<file path="config.mk">
export PLATFORM = sky130hd
export DESIGN_NAME = rmg_readout_ctrl
export DESIGN_NICKNAME = d
export VERILOG_FILES = /design/src/inc/rmg_pkg.sv /design/src/hw/rmg_readout_ctrl.sv
export SDC_FILE = /design/constraint.sdc
export NUM_CORES = 1
export LEC_CHECK = 0
export BUFFER_PORTS_ARGS = -buffer_cell sky130_fd_sc_hd__buf_2
export CAP_MARGIN = 30
export CORE_MARGIN = 4
export CORE_UTILIZATION = 40
export DETAILED_ROUTE_END_ITERATION = 16
export PLACE_DENSITY = 0.69
export SKIP_CTS_REPAIR_TIMING = 1
export SYNTH_ARGS = -nofsm -noshare
export SYNTH_HDL_FRONTEND = slang
export SYNTH_SLANG_ARGS = --single-unit
</file>
<file path="constraint.sdc">
create_clock -name mclk -period 2.3 [get_ports mclk]
set_input_delay 0.46 -clock mclk [delete_from_list [all_inputs] [get_ports mclk]]
set_output_delay 0.46 -clock mclk [all_outputs]
set_load 0.03 [all_outputs]
</file>
<file path="src/inc/rmg_pkg.sv">
package rmg_pkg;
	// register addresses on the configuration port
	localparam logic [7:0] RMG_ADDR_RESTART = 8'h0b;
	localparam logic [7:0] RMG_ADDR_READ_CTL = 8'h1e;
	localparam logic [7:0] RMG_ADDR_GAIN_EE = 8'h2b;
	localparam logic [7:0] RMG_ADDR_GAIN_OE = 8'h2c;
	localparam logic [7:0] RMG_ADDR_GAIN_EO = 8'h2d;
	localparam logic [7:0] RMG_ADDR_GAIN_OO = 8'h2e;
	localparam logic [7:0] RMG_ADDR_GAIN_ALL = 8'h35;
	// read-control and restart field positions
	localparam int RMG_BIT_COL_SKIP4 = 2;
	localparam int RMG_BIT_ROW_SKIP4 = 3;
	localparam int RMG_BIT_COL_SKIP8 = 4;
	localparam int RMG_BIT_ROW_SKIP8 = 5;
	localparam int RMG_BIT_SNAPSHOT = 8;
	localparam int RMG_BIT_STROBE_EN = 9;
	localparam int RMG_BIT_STROBE_WIDE = 10;
	localparam int RMG_BIT_STROBE_OVR = 11;
	localparam int RMG_BIT_RESTART = 0;
	// reset values
	localparam logic [15:0] RMG_READ_CTL_RESET = 16'h8000;
	localparam logic [6:0] RMG_GAIN_RESET = 7'h08;
	// gain code layout
	localparam int RMG_GAIN_W = 7;
	localparam int RMG_GAIN_OUT_W = 8;
	localparam logic [3:0] RMG_GAIN_HIGH_BASE = 4'h8;
	// capture sequencer
	typedef enum logic [1:0] {
		RMG_ST_IDLE = 2'b00,
		RMG_ST_START = 2'b01,
		RMG_ST_BUSY = 2'b10
	} rmg_state_t;
endpackage : rmg_pkg
</file>
<file path="src/hw/rmg_readout_ctrl.sv">
`timescale 1ns/1ps
// Functional notes
// - column skip-by-4 at bit 2, skip-by-8 at bit 4, both reset disabled
// - row skip-by-4 at bit 3, skip-by-8 at bit 5, both reset disabled
// - bit 8 selects snapshot capture; reset value gives continuous capture
// - snapshot trigger comes from the trigger pin or a restart write
// - bit 9 enables flash pulse during all-rows-integrating interval, else none unless bit 11 is set
// - bit 10 low gives one-row flash pulse, cut the clock after row valid rises if sooner
// - bit 10 high stretches flash pulse over whole all-rows-integrating interval
// - bit 11 override forces the flash output high, whatever bits 9 and 10 hold
// - reserved bits reset to zero except bit 15 which resets high
// - separate gain per row/column parity group of pixels
// - gain up to 8 is (bit6+1) times bits 5:0 times 0.125
// - bits 6 and 5 both set give gain 8 plus bits 2:0
// - even-row even-column gain at 0x2b, reset 0x08
// - odd-row even-column gain at 0x2c, reset 0x08
// - restart register clears itself once the restart has happened
// - global gain write loads all four group gains
module rmg_readout_ctrl
	import rmg_pkg::*;
(
	input  wire logic                      mclk,
	input  wire logic                      sys_rst,
	input  wire logic [7:0]                reg_addr,
	input  wire logic [15:0]               reg_wdata,
	input  wire logic                      reg_wr,
	input  wire logic                      reg_rd,
	output logic      [15:0]               reg_rdata,
	input  wire logic                      trigger_pin,
	input  wire logic                      restart_done,
	input  wire logic                      frame_done,
	input  wire logic                      all_rows_int,
	input  wire logic                      row_valid,
	input  wire logic [15:0]               row_period,
	input  wire logic                      pix_row_odd,
	input  wire logic                      pix_col_odd,
	output logic                           capture_start,
	output logic                           capture_busy,
	output logic                           frame_restart,
	output logic                           col_skip4,
	output logic                           col_skip8,
	output logic                           row_skip4,
	output logic                           row_skip8,
	output logic                           flash_strobe,
	output logic      [RMG_GAIN_OUT_W-1:0] pix_gain
);

	// gain in eighths: 8 means unity
	// bit 6 with bit 5 leaves the doubling behind and steps in whole units above eight
	function automatic logic [RMG_GAIN_OUT_W-1:0] rmg_gain_eighths(input logic [RMG_GAIN_W-1:0] code);
		logic [3:0] whole;
		whole = RMG_GAIN_HIGH_BASE + {1'b0, code[2:0]};
		if (code[6] && code[5])
			rmg_gain_eighths = {1'b0, whole, 3'b000};
		else if (code[6])
			rmg_gain_eighths = {1'b0, code[5:0], 1'b0};
		else
			rmg_gain_eighths = {2'b00, code[5:0]};
	endfunction : rmg_gain_eighths

	logic [15:0]           read_ctl;
	logic [15:0]           next_read_ctl;
	logic                  restart_req;
	logic                  next_restart_req;
	logic [RMG_GAIN_W-1:0] gain_ee;
	logic [RMG_GAIN_W-1:0] next_gain_ee;
	logic [RMG_GAIN_W-1:0] gain_oe;
	logic [RMG_GAIN_W-1:0] next_gain_oe;
	logic [RMG_GAIN_W-1:0] gain_eo;
	logic [RMG_GAIN_W-1:0] next_gain_eo;
	logic [RMG_GAIN_W-1:0] gain_oo;
	logic [RMG_GAIN_W-1:0] next_gain_oo;
	logic [RMG_GAIN_W-1:0] gain_all;
	logic [RMG_GAIN_W-1:0] next_gain_all;
	logic [15:0]           next_reg_rdata;
	logic                  restart_wr;

	// only a one in bit 0 requests a restart; any other write to that address is dropped
	assign restart_wr = reg_wr && (reg_addr == RMG_ADDR_RESTART) && reg_wdata[RMG_BIT_RESTART];

	// register file next values; control-word reserved bits are stored as written so reads echo them
	always_comb begin
		next_read_ctl = read_ctl;
		next_gain_ee = gain_ee;
		next_gain_oe = gain_oe;
		next_gain_eo = gain_eo;
		next_gain_oo = gain_oo;
		next_gain_all = gain_all;
		// set wins over the self-clear so a fresh request is never dropped
		next_restart_req = (restart_req && !restart_done) || restart_wr;
		// unmapped addresses fall through and change nothing
		if (reg_wr) begin
			unique case (reg_addr)
				RMG_ADDR_READ_CTL: next_read_ctl = reg_wdata;
				RMG_ADDR_GAIN_EE: next_gain_ee = reg_wdata[RMG_GAIN_W-1:0];
				RMG_ADDR_GAIN_OE: next_gain_oe = reg_wdata[RMG_GAIN_W-1:0];
				RMG_ADDR_GAIN_EO: next_gain_eo = reg_wdata[RMG_GAIN_W-1:0];
				RMG_ADDR_GAIN_OO: next_gain_oo = reg_wdata[RMG_GAIN_W-1:0];
				RMG_ADDR_GAIN_ALL: begin
					next_gain_all = reg_wdata[RMG_GAIN_W-1:0];
					next_gain_ee = reg_wdata[RMG_GAIN_W-1:0];
					next_gain_oe = reg_wdata[RMG_GAIN_W-1:0];
					next_gain_eo = reg_wdata[RMG_GAIN_W-1:0];
					next_gain_oo = reg_wdata[RMG_GAIN_W-1:0];
				end
				default: ;
			endcase
		end
		// read data is registered and holds until the next read strobe
		next_reg_rdata = reg_rdata;
		if (reg_rd) begin
			unique case (reg_addr)
				RMG_ADDR_RESTART: next_reg_rdata = {15'h0000, restart_req};
				RMG_ADDR_READ_CTL: next_reg_rdata = read_ctl;
				RMG_ADDR_GAIN_EE: next_reg_rdata = {9'h000, gain_ee};
				RMG_ADDR_GAIN_OE: next_reg_rdata = {9'h000, gain_oe};
				RMG_ADDR_GAIN_EO: next_reg_rdata = {9'h000, gain_eo};
				RMG_ADDR_GAIN_OO: next_reg_rdata = {9'h000, gain_oo};
				RMG_ADDR_GAIN_ALL: next_reg_rdata = {9'h000, gain_all};
				default: next_reg_rdata = 16'h0000;
			endcase
		end
	end

	// register file storage
	// gains reset to unity; the control word resets with only bit 15 high
	always_ff @(posedge mclk) begin
		if (sys_rst) begin
			read_ctl <= RMG_READ_CTL_RESET;
			restart_req <= 1'b0;
			gain_ee <= RMG_GAIN_RESET;
			gain_oe <= RMG_GAIN_RESET;
			gain_eo <= RMG_GAIN_RESET;
			gain_oo <= RMG_GAIN_RESET;
			gain_all <= RMG_GAIN_RESET;
			reg_rdata <= 16'h0000;
		end else begin
			read_ctl <= next_read_ctl;
			restart_req <= next_restart_req;
			gain_ee <= next_gain_ee;
			gain_oe <= next_gain_oe;
			gain_eo <= next_gain_eo;
			gain_oo <= next_gain_oo;
			gain_all <= next_gain_all;
			reg_rdata <= next_reg_rdata;
		end
	end

	// trigger pin: three stages, a change counts once stages two and three agree
	// so a pin edge reaches capture start about four clocks later; pulses under two clocks may vanish
	logic [2:0] trig_sync;
	logic [2:0] next_trig_sync;
	logic       trig_level;
	logic       next_trig_level;
	logic       trig_rise;

	always_comb begin
		next_trig_sync = {trig_sync[1:0], trigger_pin};
		next_trig_level = (trig_sync[1] == trig_sync[2]) ? trig_sync[2] : trig_level;
		trig_rise = next_trig_level && !trig_level;
	end

	always_ff @(posedge mclk) begin
		if (sys_rst) begin
			trig_sync <= 3'b000;
			trig_level <= 1'b0;
		end else begin
			trig_sync <= next_trig_sync;
			trig_level <= next_trig_level;
		end
	end

	// capture sequencer; triggers arriving while busy are ignored by design
	// in continuous mode a restart write only raises the pending flag, it starts nothing
	rmg_state_t state;
	rmg_state_t next_state;
	logic       snapshot;
	logic       trig_any;

	assign snapshot = read_ctl[RMG_BIT_SNAPSHOT];
	assign trig_any = trig_rise || restart_wr;

	always_comb begin
		next_state = state;
		unique case (state)
			RMG_ST_IDLE: begin
				if (!snapshot || trig_any)
					next_state = RMG_ST_START;
			end
			RMG_ST_START: next_state = RMG_ST_BUSY;
			RMG_ST_BUSY: begin
				if (frame_done)
					next_state = RMG_ST_IDLE;
			end
			default: next_state = RMG_ST_IDLE;
		endcase
	end

	always_ff @(posedge mclk) begin
		if (sys_rst)
			state <= RMG_ST_IDLE;
		else
			state <= next_state;
	end

	// start and busy decode straight from the state register, so no input glitch reaches them
	assign capture_start = (state == RMG_ST_START);
	assign capture_busy = (state != RMG_ST_IDLE);
	assign frame_restart = restart_req;

	// flash pulse: narrow form counts one row from the start of all-rows integration
	logic [15:0] strobe_cnt;
	logic [15:0] next_strobe_cnt;
	logic        int_d;
	logic        next_int_d;
	logic        strobe_narrow;
	logic        next_strobe_narrow;
	logic        next_flash_strobe;
	logic        strobe_logic;

	always_comb begin
		next_int_d = all_rows_int;
		next_strobe_cnt = strobe_cnt;
		next_strobe_narrow = strobe_narrow;
		if (all_rows_int && !int_d) begin
			// a zero row period, or a row already valid at the rise, gives no narrow pulse
			next_strobe_narrow = (row_period != 16'h0000) && !row_valid;
			next_strobe_cnt = row_period;
		end else if (strobe_narrow) begin
			next_strobe_cnt = strobe_cnt - 16'h0001;
			// a rising row valid always ends the pulse, even if the row count is long
			if (strobe_cnt <= 16'h0001 || row_valid || !all_rows_int)
				next_strobe_narrow = 1'b0;
		end
		// wide form simply follows the integrating level, one clock late
		if (read_ctl[RMG_BIT_STROBE_WIDE])
			strobe_logic = all_rows_int;
		else
			strobe_logic = next_strobe_narrow;
		// the override wins over the enable; the host is expected to clear the enable first
		if (read_ctl[RMG_BIT_STROBE_OVR])
			next_flash_strobe = 1'b1;
		else
			next_flash_strobe = read_ctl[RMG_BIT_STROBE_EN] && strobe_logic;
	end

	always_ff @(posedge mclk) begin
		if (sys_rst) begin
			strobe_cnt <= 16'h0000;
			strobe_narrow <= 1'b0;
			int_d <= 1'b0;
			flash_strobe <= 1'b0;
		end else begin
			strobe_cnt <= next_strobe_cnt;
			strobe_narrow <= next_strobe_narrow;
			int_d <= next_int_d;
			flash_strobe <= next_flash_strobe;
		end
	end

	// skip enables and per-parity pixel gain, registered
	// the skip copies lag the control word by one clock so the readout core sees a clean edge
	logic [RMG_GAIN_OUT_W-1:0] next_pix_gain;
	logic                      next_col_skip4;
	logic                      next_col_skip8;
	logic                      next_row_skip4;
	logic                      next_row_skip8;

	always_comb begin
		next_col_skip4 = read_ctl[RMG_BIT_COL_SKIP4];
		next_col_skip8 = read_ctl[RMG_BIT_COL_SKIP8];
		next_row_skip4 = read_ctl[RMG_BIT_ROW_SKIP4];
		next_row_skip8 = read_ctl[RMG_BIT_ROW_SKIP8];
		// parity is taken one clock before the gain shows on the output
		unique case ({pix_row_odd, pix_col_odd})
			2'b00: next_pix_gain = rmg_gain_eighths(gain_ee);
			2'b10: next_pix_gain = rmg_gain_eighths(gain_oe);
			2'b01: next_pix_gain = rmg_gain_eighths(gain_eo);
			2'b11: next_pix_gain = rmg_gain_eighths(gain_oo);
		endcase
	end

	always_ff @(posedge mclk) begin
		if (sys_rst) begin
			pix_gain <= 8'h08;
			col_skip4 <= 1'b0;
			col_skip8 <= 1'b0;
			row_skip4 <= 1'b0;
			row_skip8 <= 1'b0;
		end else begin
			pix_gain <= next_pix_gain;
			col_skip4 <= next_col_skip4;
			col_skip8 <= next_col_skip8;
			row_skip4 <= next_row_skip4;
			row_skip8 <= next_row_skip8;
		end
	end

endmodule : rmg_readout_ctrl

</file>
== Word-level counts from Yosys, hierarchy flattened ==
Index checks and enable logic that the tools add are counted.
Cells by class
  reductions and logical operators: 38
  $add $sub $neg: 5
  $lt $le $gt $ge: 1
  multiplexer cells: 21
  equal/unequal tests: 15
Operator list (number)
  16-bit one-hot mux with 7 select lines: 1
  7-bit two-way mux: 8
  8-bit by 6-bit equality test with 1-bit output (second input constant): 5
  16-bit two-way mux: 2
  8-bit one-hot mux with 4 select lines: 1
  4-bit by 3-bit adder with 4-bit output (first input constant): 4
  16-bit by 1-bit <= comparator with 1-bit output (second input constant): 1
  16-bit nonzero test: 1
  16-bit by 1-bit subtractor with 16-bit output (second input constant): 1
  2-bit AND reduction: 7
  1-bit logical AND: 11
  8-bit by 4-bit equality test with 1-bit output (second input constant): 1
  8-bit by 5-bit equality test with 1-bit output (second input constant): 1
  2-bit OR reduction: 4
  2-bit equality test (second input constant): 3
  1-bit logical NOT: 6
  1-bit two-way mux: 6
  2-bit one-hot mux with 3 select lines: 1
  1-bit logical OR: 5
  2-bit by 1-bit equality test with 1-bit output (second input constant): 2
  2-bit logical NOT: 2
  2-bit two-way mux: 2
  2-bit != test (second input constant): 2
  2-bit nonzero test: 2
  1-bit equality test: 1
Word-level totals
  bits of input ports: 51
  word-level logic and storage cells: 100
  output and inout port bits: 32
  bits in registers: 105

== Logic depth before layout (Yosys ltp) ==
Gate-level depths: netlist of the first run.
  depth after elaboration: 9
  gate-level depth with buffers: 7
  gate-level depth less buffers: 7

== Least setup slack after synthesis of the first run ==
OpenSTA, ideal clock, no wires.
  kind: input to register
  from: in reg_addr[4]
  to: reg gain_oe[3]
  stages: 4
  data arrival time: 1.710 ns
  library setup time: 0.120 ns
  required time: 2.180 ns
  path slack: 0.470 ns
  cell sequence: or4b_4 -> nor3_1 -> o21ai_2 -> a211o_1
Between the ends
  longest elaborated chain between the ends: 3
  elaborated cells on any way between the ends: 4
  those cells by class: eq/ne (2); reduce/logical (2)
Ends and longest elaborated chain
  start, declared: line rmg_readout_ctrl.sv:24  | input wire logic [7:0] reg_addr,
  8-bit by 6-bit equality test with 1-bit output: line rmg_readout_ctrl.sv:93  | unique case (reg_addr)
  2-bit OR reduction (no source line) *
  2-bit AND reduction (no source line) *
  end signal, assigned: line rmg_readout_ctrl.sv:141  | gain_oe <= next_gain_oe;
  end, declared: line rmg_readout_ctrl.sv:67  | logic [RMG_GAIN_W-1:0] gain_oe;
Every way passes the cells marked *; elsewhere a longest branch is shown, timed or not.
A chain may end at the register's enable or synchronous reset.

== Worst setup path after layout of the first run ==
  from: in reg_addr[1]
  to: reg gain_oe[3]
The elaborated chain is that of the path after synthesis.

==> results.txt, run 1 <==
Setup CP Type: in -> reg
Die ar.: 14300 µm²
Post-synth ARST share: 0
final setup TNS: 0 ps
Synth top area share: 0.419
number of flops mapped to enable cells by yosys: 0
area leader, netlist: dfxtp_1
# IOs: 83
Clock Latency Late Sink: 350 ps
initial antenna violation count: 0
Hold Crit Class: in -> reg
Mapped Cells: 593
RSZ-0062 raised after global routing: no
post-synth cell types: 58
Clock Pin Slew Worst Setup and Hold Paths: 70 ps
clock share of power: 0.424
Nets: 711
Worst-Margin Slew: 685 ps
Mapped Area: 4970 µm²
syn nets: 646
first-pass GRT wire length: 21900 µm
final hold violations: 0
yosys warns: 0
Synth Flop Type: dfxtp_1
final-report setup violation count: 0
switching power: 0.000911 W
Area growth, synth to finish: 17.4%
share of cells above drive strength 1: 0.180
run status: finished clean
most instantiated library cell after synthesis: dfxtp_1
vias in the first global route: 4283
crit end category: flop
GPL Wtd Cong: 0.926
IO buf count: 81
max frequency: 529 MHz
CP bufs+invs: 1
period utilization: 0.821
die width: 119 µm
critical path cell sequence: buf_2 -> nor4bb_1 -> and2_1 -> o21ai_2 -> a211o_1
Die Y: 119 µm
Finished Cell Area: 5840 µm²
DR vias: 4528
logic gate share of total power: 0.087
r2r startpoint: strobe_cnt[0]
core area: 12100 µm²
family with the most delay on the worst path: simple AND/OR/NAND/NOR gates
DR pass1 iterations: 7
R2R depth: 7
initial core utilization: 0.411
Max Cap Viol: 0
internal power: 0.00292 W
Sequential Power Share: 0.489
maximum VDD drop: 0.387 mV
critical-path maximum fanout: 11
largest net degree at the start of global routing: 34
Seq/Total Area, Yosys: 0.419
startpoint types: primary input
post-synthesis register bit count: 104
Post-DP Area: 5530 µm²
Sink Count: 104
drt via density: 5.46
fin. max-slew vios: 0
antenna-violating nets left: 0
row cnt: 40
Root Driver: clkbuf_16
Hold Path Cell Cnt: 3
Final Critical Period: 1890 ps
slowest stage delay, CP: 540 ps
DR DRC count: 0
H-tree depth: 3
Avg Cell Area, Syn: 8.38 µm²
routed wire length: 13400 µm
WHS Endpoint: read_ctl[15]
CTS tree: done
critical path's slowest cell: and2_1
Area contributors post-synth: dfxtp_1, mux2i_1, nor2_1
r2r setup slk: 530 ps
Overflow after GRT: 0
Pwr Density: 656 nW/µm²
crit path DAT: 2120 ps
leakage power: 2.32 nW
commonest cells in the netlist: dfxtp_1, nor2_1, nand2_1, a21oi_1, mux2i_1
hold_sp: reg_wdata[15]
r2r endpoint: strobe_cnt[8]
Inserted Diodes: 0
Post-DP HPWL: 9880 µm
gr usage total: 0.187
WL per Instance: 16.1 µm
switching share of total power: 0.238
required time of the critical path: 2530 ps
layout filler cell count: 1177
Max-slew headroom: 0.543
CTS max path bufs: 2
Detailed Route Iter0 Violations: 488
clock skew: 9.94 ps
CTS buffer count: 9
## worst reg2reg max path, delay by kind of cell (launching register included)
family	cells	cell delay, ps
AND/OR/NAND/NOR	3	660
flip-flops	1	370
AO/OA/AOI/OAI	1	250
adder cells (fa/ha/maj)	1	180
XOR/XNOR	1	160
buffers and inverters	1	80
## cell type report
| type | count | area [µm²] | area share |
|---|---|---|---|
| repair buffers | 93 | 520 | 0.0892 |
| multi-input cells | 433 | 2650 | 0.454 |
| inverters | 17 | 63.8 | 0.0109 |
| clock buffers | 10 | 229 | 0.0392 |
| clock inverters | 5 | 82.6 | 0.0141 |
| flip-flops and latches | 104 | 2080 | 0.357 |
| well taps | 168 | 210 | 0.0360 |
## metrics by stage
stage	cells	util	total power, W	hold WS, ps	worst slack (ps)
final	830	0.482	0.00383	339	411
after global routing	830	0.482	0.00398	349	307
after CTS	830	0.482	0.00386	331	462
after detailed placement	815	0.456	0.00224	432	117
after global placement	815	0.456	0.00224	429	142
after floorplan	593	-	0.00211	414	470
## power groups by stage
stage          logic [W]  clock network (W)  registers [W]
2_1_floorplan   0.000195                  0        0.00191
3_3_place_gp    0.000326                  0        0.00191
3_5_place_dp    0.000330                  0        0.00191
4_1_cts         0.000332            0.00165        0.00187
5_1_grt         0.000367            0.00173        0.00188
6_report        0.000333            0.00162        0.00187
## how the worst max path moves through the flow
stage	slack, ps	startpoint	depth (start not counted)	endpoint
floorplan	470	reg_addr[4]	4	gain_oe[3]
global placement	140	reg_addr[1]	5	gain_oe[3]
detailed placement	120	reg_addr[1]	5	gain_oe[3]
CTS	460	reg_addr[1]	5	gain_oe[3]
global route	310	reg_addr[1]	6	gain_oe[5]
finish	410	reg_addr[1]	5	gain_oe[3]
## cell families after synthesis
kind of cell,count (synthesis),share of synthesized area
compound gates,137,0.185
xor+xnor,12,0.0211
fa+ha+maj,2,0.00503
buf+inv,56,0.0483
flops,104,0.419
mux,41,0.0851
other cells,1,0.000754
simple gates,240,0.236
## registers in the layout, summed over array words and instances (netlist names)
register / flops
reg_rdata: 16
flash_strobe: 1
strobe_narrow: 1
frame_restart: 1
int_d: 1
col_skip8: 1
gain_all: 7
col_skip4: 1
gain_ee: 7
row_skip4: 1
trig_sync: 3
read_ctl: 16
gain_eo: 7
state: 2
gain_oe: 7
pix_gain: 7
trig_level: 1
gain_oo: 7
row_skip8: 1
strobe_cnt: 16
## layer usage
layer	GRT usage	wire (µm)	vias to the layer above	share of wire
li1	-	-	2216	-
met1	0.274	6330	2110	0.47
met2	0.272	5800	185	0.43
met3	0.0485	1070	17	0.080
met4	0.0544	191	0	0.014
met5	0	0	-	0
## cells in the final DEF (no fill, tap or decap), drive strengths merged, types with 2 or more instances in the layout
| master | synthesis | routed |
|---|---|---|
| a21oi | 55 | 55 |
| nor4b | 2 | 2 |
| o22ai | 5 | 5 |
| a311oi | 5 | 5 |
| xnor2 | 7 | 7 |
| clkinv | 0 | 3 |
| and3 | 3 | 3 |
| o21ai | 7 | 7 |
| and2 | 2 | 2 |
| nor3b | 2 | 2 |
| and4bb | 2 | 2 |
| buf | 13 | 93 |
| nor2 | 82 | 82 |
| inv | 17 | 17 |
| nor2b | 13 | 13 |
| mux2i | 40 | 40 |
| nor3 | 13 | 13 |
| dfxtp | 104 | 104 |
| nand2b | 17 | 17 |
| a211o | 7 | 7 |
| nand3b | 3 | 3 |
| nand3 | 21 | 21 |
| o2bb2ai | 2 | 2 |
| o31ai | 6 | 6 |
| nor4 | 10 | 10 |
| nand4b | 2 | 2 |
| a22o | 6 | 6 |
| or3 | 2 | 2 |
| nand2 | 60 | 60 |
| bufinv | 0 | 2 |
| a31oi | 4 | 4 |
| o211ai | 3 | 3 |
| clkbuf | 26 | 10 |
| ha | 2 | 2 |
| xor2 | 5 | 5 |
| or2 | 2 | 2 |
| a22oi | 6 | 6 |
| a211oi | 26 | 26 |
| o221ai | 2 | 2 |
Note: power is estimated with default switching activity, not from simulation.
==> run 2, diff against run 1 <==
Settings changed: PLACE_DENSITY 0.69 to 0.71.
Clock period 2.3 ns to 1.6 ns, I/O delays scaled along.
==> run 2 against run 1 <==
  * Hold slack worse by 160 ps
  * Total power is 43% higher
  * Final cell count is 3.0% higher
  * Via count is 3.9% higher
  * First-iteration DRC count is 8.0% lower
  * Wire length is 1.9% higher
  * Clock skew hardly changed
  * Sequential cell count stayed put
  * Critical path depth is 3 lower
  * Die area stayed put
  * Register-to-register slack worse by 440 ps
  * Clock power is 38% higher
  * Largest cell class unchanged
  * Largest power group unchanged
  * Highest routed layer unchanged
==> results.txt, run 2 (synthesized netlist as in run 1, its figures left out) <==
first-pass GRT wire length: 22100 µm
Nets: 736
final hold violations: 0
clock skew: 9.59 ps
r2r setup slk: 90 ps
DR pass1 iterations: 5
Detailed Route Iter0 Violations: 449
Area growth, synth to finish: 23.7%
share of cells above drive strength 1: 0.242
Inserted Diodes: 0
initial core utilization: 0.411
WL per Instance: 16.0 µm
Die ar.: 14300 µm²
GPL Wtd Cong: 0.907
CTS max path bufs: 2
dpl cells: 840
# IOs: 83
Root Driver: clkbuf_16
row cnt: 40
run status: finished clean
initial antenna violation count: 0
die width: 119 µm
DR vias: 4706
most common cell after layout, fill and taps aside: dfxtp_1
antenna-violating nets left: 0
Final Critical Period: 1560 ps
period utilization: 0.977
final-report setup violation count: 0
Setup CP Type: reg -> out
Final Power: 0.00547 W
drt via density: 5.50
Clock Pin Slew Worst Setup and Hold Paths: 70 ps
Hold Crit Class: in -> reg
RSZ-0062 raised after global routing: yes
CTS tree: done
Pwr Density: 890 nW/µm²
Sink Count: 104
maximum VDD drop: 0.486 mV
Max Cap Viol: 0
Clock Latency Late Sink: 360 ps
crit path DAT: 1240 ps
crit end category: output port
Top Registers: read_ctl: 16 flops, reg_rdata: 16 flops, strobe_cnt: 16 flops
DR DRC count: 0
startpoint types: flop
gr usage total: 0.192
leakage power: 2.46 nW
IO buf count: 81
max frequency: 639 MHz
Post-DP HPWL: 9880 µm
H-tree depth: 3
critical-path maximum fanout: 3
CTS buffer count: 9
vias in the first global route: 4445
Die Y: 119 µm
fin. max-slew vios: 0
Overflow after GRT: 0
core area: 12100 µm²
required time of the critical path: 1280 ps
largest net degree at the start of global routing: 75
routed wire length: 13700 µm
most frequent cells in the layout: dfxtp_1, nor2_1, buf_2
Final Non-Filler Cells: 855
## run 2: changes by cell type in the layout (fill, tap and decap cells not counted), sizes merged
cell | previous run | this run
buf | 93 | 118
clkinv | 3 | 1
inv | 17 | 18
bufinv | 2 | 1
clkbuf | 10 | 9
clkinvlp | 0 | 3
## run 2: routing by layer
| layer | track usage | wire length, µm | vias up |
|---|---|---|---|
| met5 | 0 | 0 | - |
| met3 | 0.0500 | 1120 | 24 |
| met4 | 0.0594 | 225 | 0 |
| met1 | 0.267 | 6330 | 2211 |
| met2 | 0.292 | 5970 | 205 |
| li1 | - | - | 2266 |
## run 2: final cells by class
cell class                      count  area (µm²)
Clock inverter                      6        70.1
Tap cell                          168         210
Fill cell                        1145        5960
Multi-Input combinational cell    433        2770
Timing Repair Buffer              118         721
Sequential cell                   104        2090
Inverter                           17        63.8
Clock buffer                        9         225
## run 2: worst max-delay path, stage by stage, from the launching register on
cell and delay [ps]:
dfxtp_1 350, or2_2 350, buf_2 190
## run 2: path summary, 6_finish.rpt
path         depth (start not counted)             end          start
max                                  2    capture_busy       state[0]
min                                  2   reg_rdata[15]        sys_rst
max reg2reg                          5  strobe_cnt[14]  strobe_cnt[4]
min reg2reg                          1    trig_sync[1]   trig_sync[0]
## run 2: power by group
| part | internal (W) | switching, W | leakage, nW |
|---|---|---|---|
| clock | 0.00121 | 0.00102 | 0.134 |
| combinational | 0.000221 | 0.000319 | 1.48 |
| sequential | 0.00264 | 0.0000627 | 0.846 |
| total | 0.00408 | 0.00140 | 2.46 |
## run 2: through the flow
step / hold slack (ps) / worst slack, ps / TNS [ps] / utilization / instance area [µm²]
floorplan: 399 / -45.7 / -309 / - / 5020
global placement: 443 / -226 / -5500 / 0.477 / 5770
detailed placement: 450 / -237 / -6760 / 0.477 / 5770
CTS: 172 / 13.8 / 0 / 0.501 / 6070
global route: 184 / -23.5 / -41.7 / 0.508 / 6150
finish: 181 / 36.1 / 0 / 0.508 / 6150
==> run 3, diff against run 2 <==
Settings changed: CORE_MARGIN 4 to 10, CTS_BUF_LIST set to sky130_fd_sc_hd__clkbuf_16, PLACE_DENSITY 0.71 to 0.6.
==> run 3 against run 2 <==
  * Final cell count rose by 1.1%
  * Clock skew rose by 2.3 ps
  * Sequential power about the same
  * Fmax is 1.8% higher
  * Critical path depth up 2
  * Core utilization up 0.56 points
  * Combinational power grew 3%
  * Critical path type is now reg -> reg
  * Largest cell class unchanged
==> results.txt, run 3 (synthesized netlist as in run 1, its figures left out) <==
run status: finished clean
DR pass1 iterations: 5
gr usage total: 0.165
antenna-violating nets left: 0
Die Y: 131 µm
IO buf count: 81
Crit. Startpoint: strobe_cnt[4]
Pwr Density: 881 nW/µm²
Setup CP Type: reg -> reg
Most Crowded Layer GR: met2
initial core utilization: 0.411
Top Registers: read_ctl: 16 flops, reg_rdata: 16 flops, strobe_cnt: 16 flops
first-pass GRT wire length: 23400 µm
Clock Pin Slew Worst Setup and Hold Paths: 70 ps
drt via density: 5.42
final-report setup violation count: 0
CTS tree: done
required time of the critical path: 1870 ps
critical-path maximum fanout: 3
Max Cap Viol: 0
crit path DAT: 1810 ps
Hold Crit Class: in -> reg
Area growth, synth to finish: 25.1%
RSZ-0062 raised after global routing: yes
maximum VDD drop: 0.511 mV
die width: 131 µm
vias in the first global route: 4411
most common cell after layout, fill and taps aside: dfxtp_1
DR DRC count: 0
leakage power: 2.52 nW
crit end category: flop
GPL Wtd Cong: 0.871
startpoint types: flop
fin. max-slew vios: 0
Inserted Diodes: 0
max frequency: 651 MHz
share of cells above drive strength 1: 0.243
met2 Usage GRT: 0.239
# IOs: 83
row cnt: 40
GR Util met1: 0.225
clock skew: 11.9 ps
hold_sp: reg_wdata[15]
CTS buffer count: 9
Detailed Route Iter0 Violations: 361
final hold violations: 0
core area: 12100 µm²
largest net degree at the start of global routing: 43
CTS max path bufs: 2
Finished Cell Area: 6220 µm²
final setup TNS: 0 ps
r2r startpoint: strobe_cnt[4]
most frequent cells in the layout: dfxtp_1, nor2_1, buf_2
DR vias: 4679
initial antenna violation count: 0
Post-Route Utilization: 0.513
Final Critical Period: 1540 ps
Overflow after GRT: 0
Post-DP Area: 5860 µm²
Nets: 744
Root Driver: clkbuf_16
Sink Count: 104
routed wire length: 14400 µm
WL per Instance: 16.7 µm
period utilization: 0.960
Post-DP HPWL: 10900 µm
H-tree depth: 3
Final Power: 0.00548 W
global-route met3 utilization: 0.0564
Die ar.: 17300 µm²
Clock Latency Late Sink: 360 ps
-- run 3: cell types whose count changed in the layout (fill, tap and decap cells not counted), moves of 2 or more --
cell,previous run,this run
buf_4,34,40
dfxtp_1,98,102
nor4_2,1,3
dfxtp_2,6,1
buf_12,3,5
a211oi_1,22,24
a211oi_2,4,2
nor3_2,1,3
-- run 3: metal layers --
layer,vias up,wire length (µm)
met5,-,0
met3,17,1000
li1,2297,-
met4,0,179
met2,170,6250
met1,2195,7000
-- run 3: report_power, final --
group          leakage [nW]  total (W)  switching, W  internal [W]
Sequential            0.845    0.00270     0.0000552       0.00264
Combinational          1.53   0.000557      0.000325      0.000233
Clock                 0.143    0.00222       0.00101       0.00121
Total                  2.52    0.00548       0.00139       0.00409
-- run 3: worst paths after layout --
check | to | slack [ps] | cells after the start
max | strobe_cnt[13] | 60 | 4
min | read_ctl[15] | 170 | 3
max reg2reg | strobe_cnt[13] | 60 | 4
min reg2reg | trig_sync[1] | 450 | 1
-- run 3: per-stage QoR --
stage          std cells  hold slack [ps]  setup slack, ps
3_5_place_dp         848              447             -247
5_1_grt              864              184             10.8
2_1_floorplan        593              399            -45.7
3_3_place_gp         848              433             -228
4_1_cts              864              162            -17.0
6_report             864              167             63.6
-- run 3: final cells by class --
cell class | count | area (µm²)
clock buffer | 9 | 225
multi-input combinational | 433 | 2760
tap | 168 | 210
timing repair buffer | 126 | 806
fill | 1193 | 5890
inverter | 17 | 63.8
clock inverter | 7 | 71.3
sequential | 104 | 2090
-- run 3: worst max-delay path, stage by stage (launching register included) --
cell      delay, ps
dfxtp_1         360
nor3_2          240
nand3_1         190
or3_1           390
a311oi_1        270
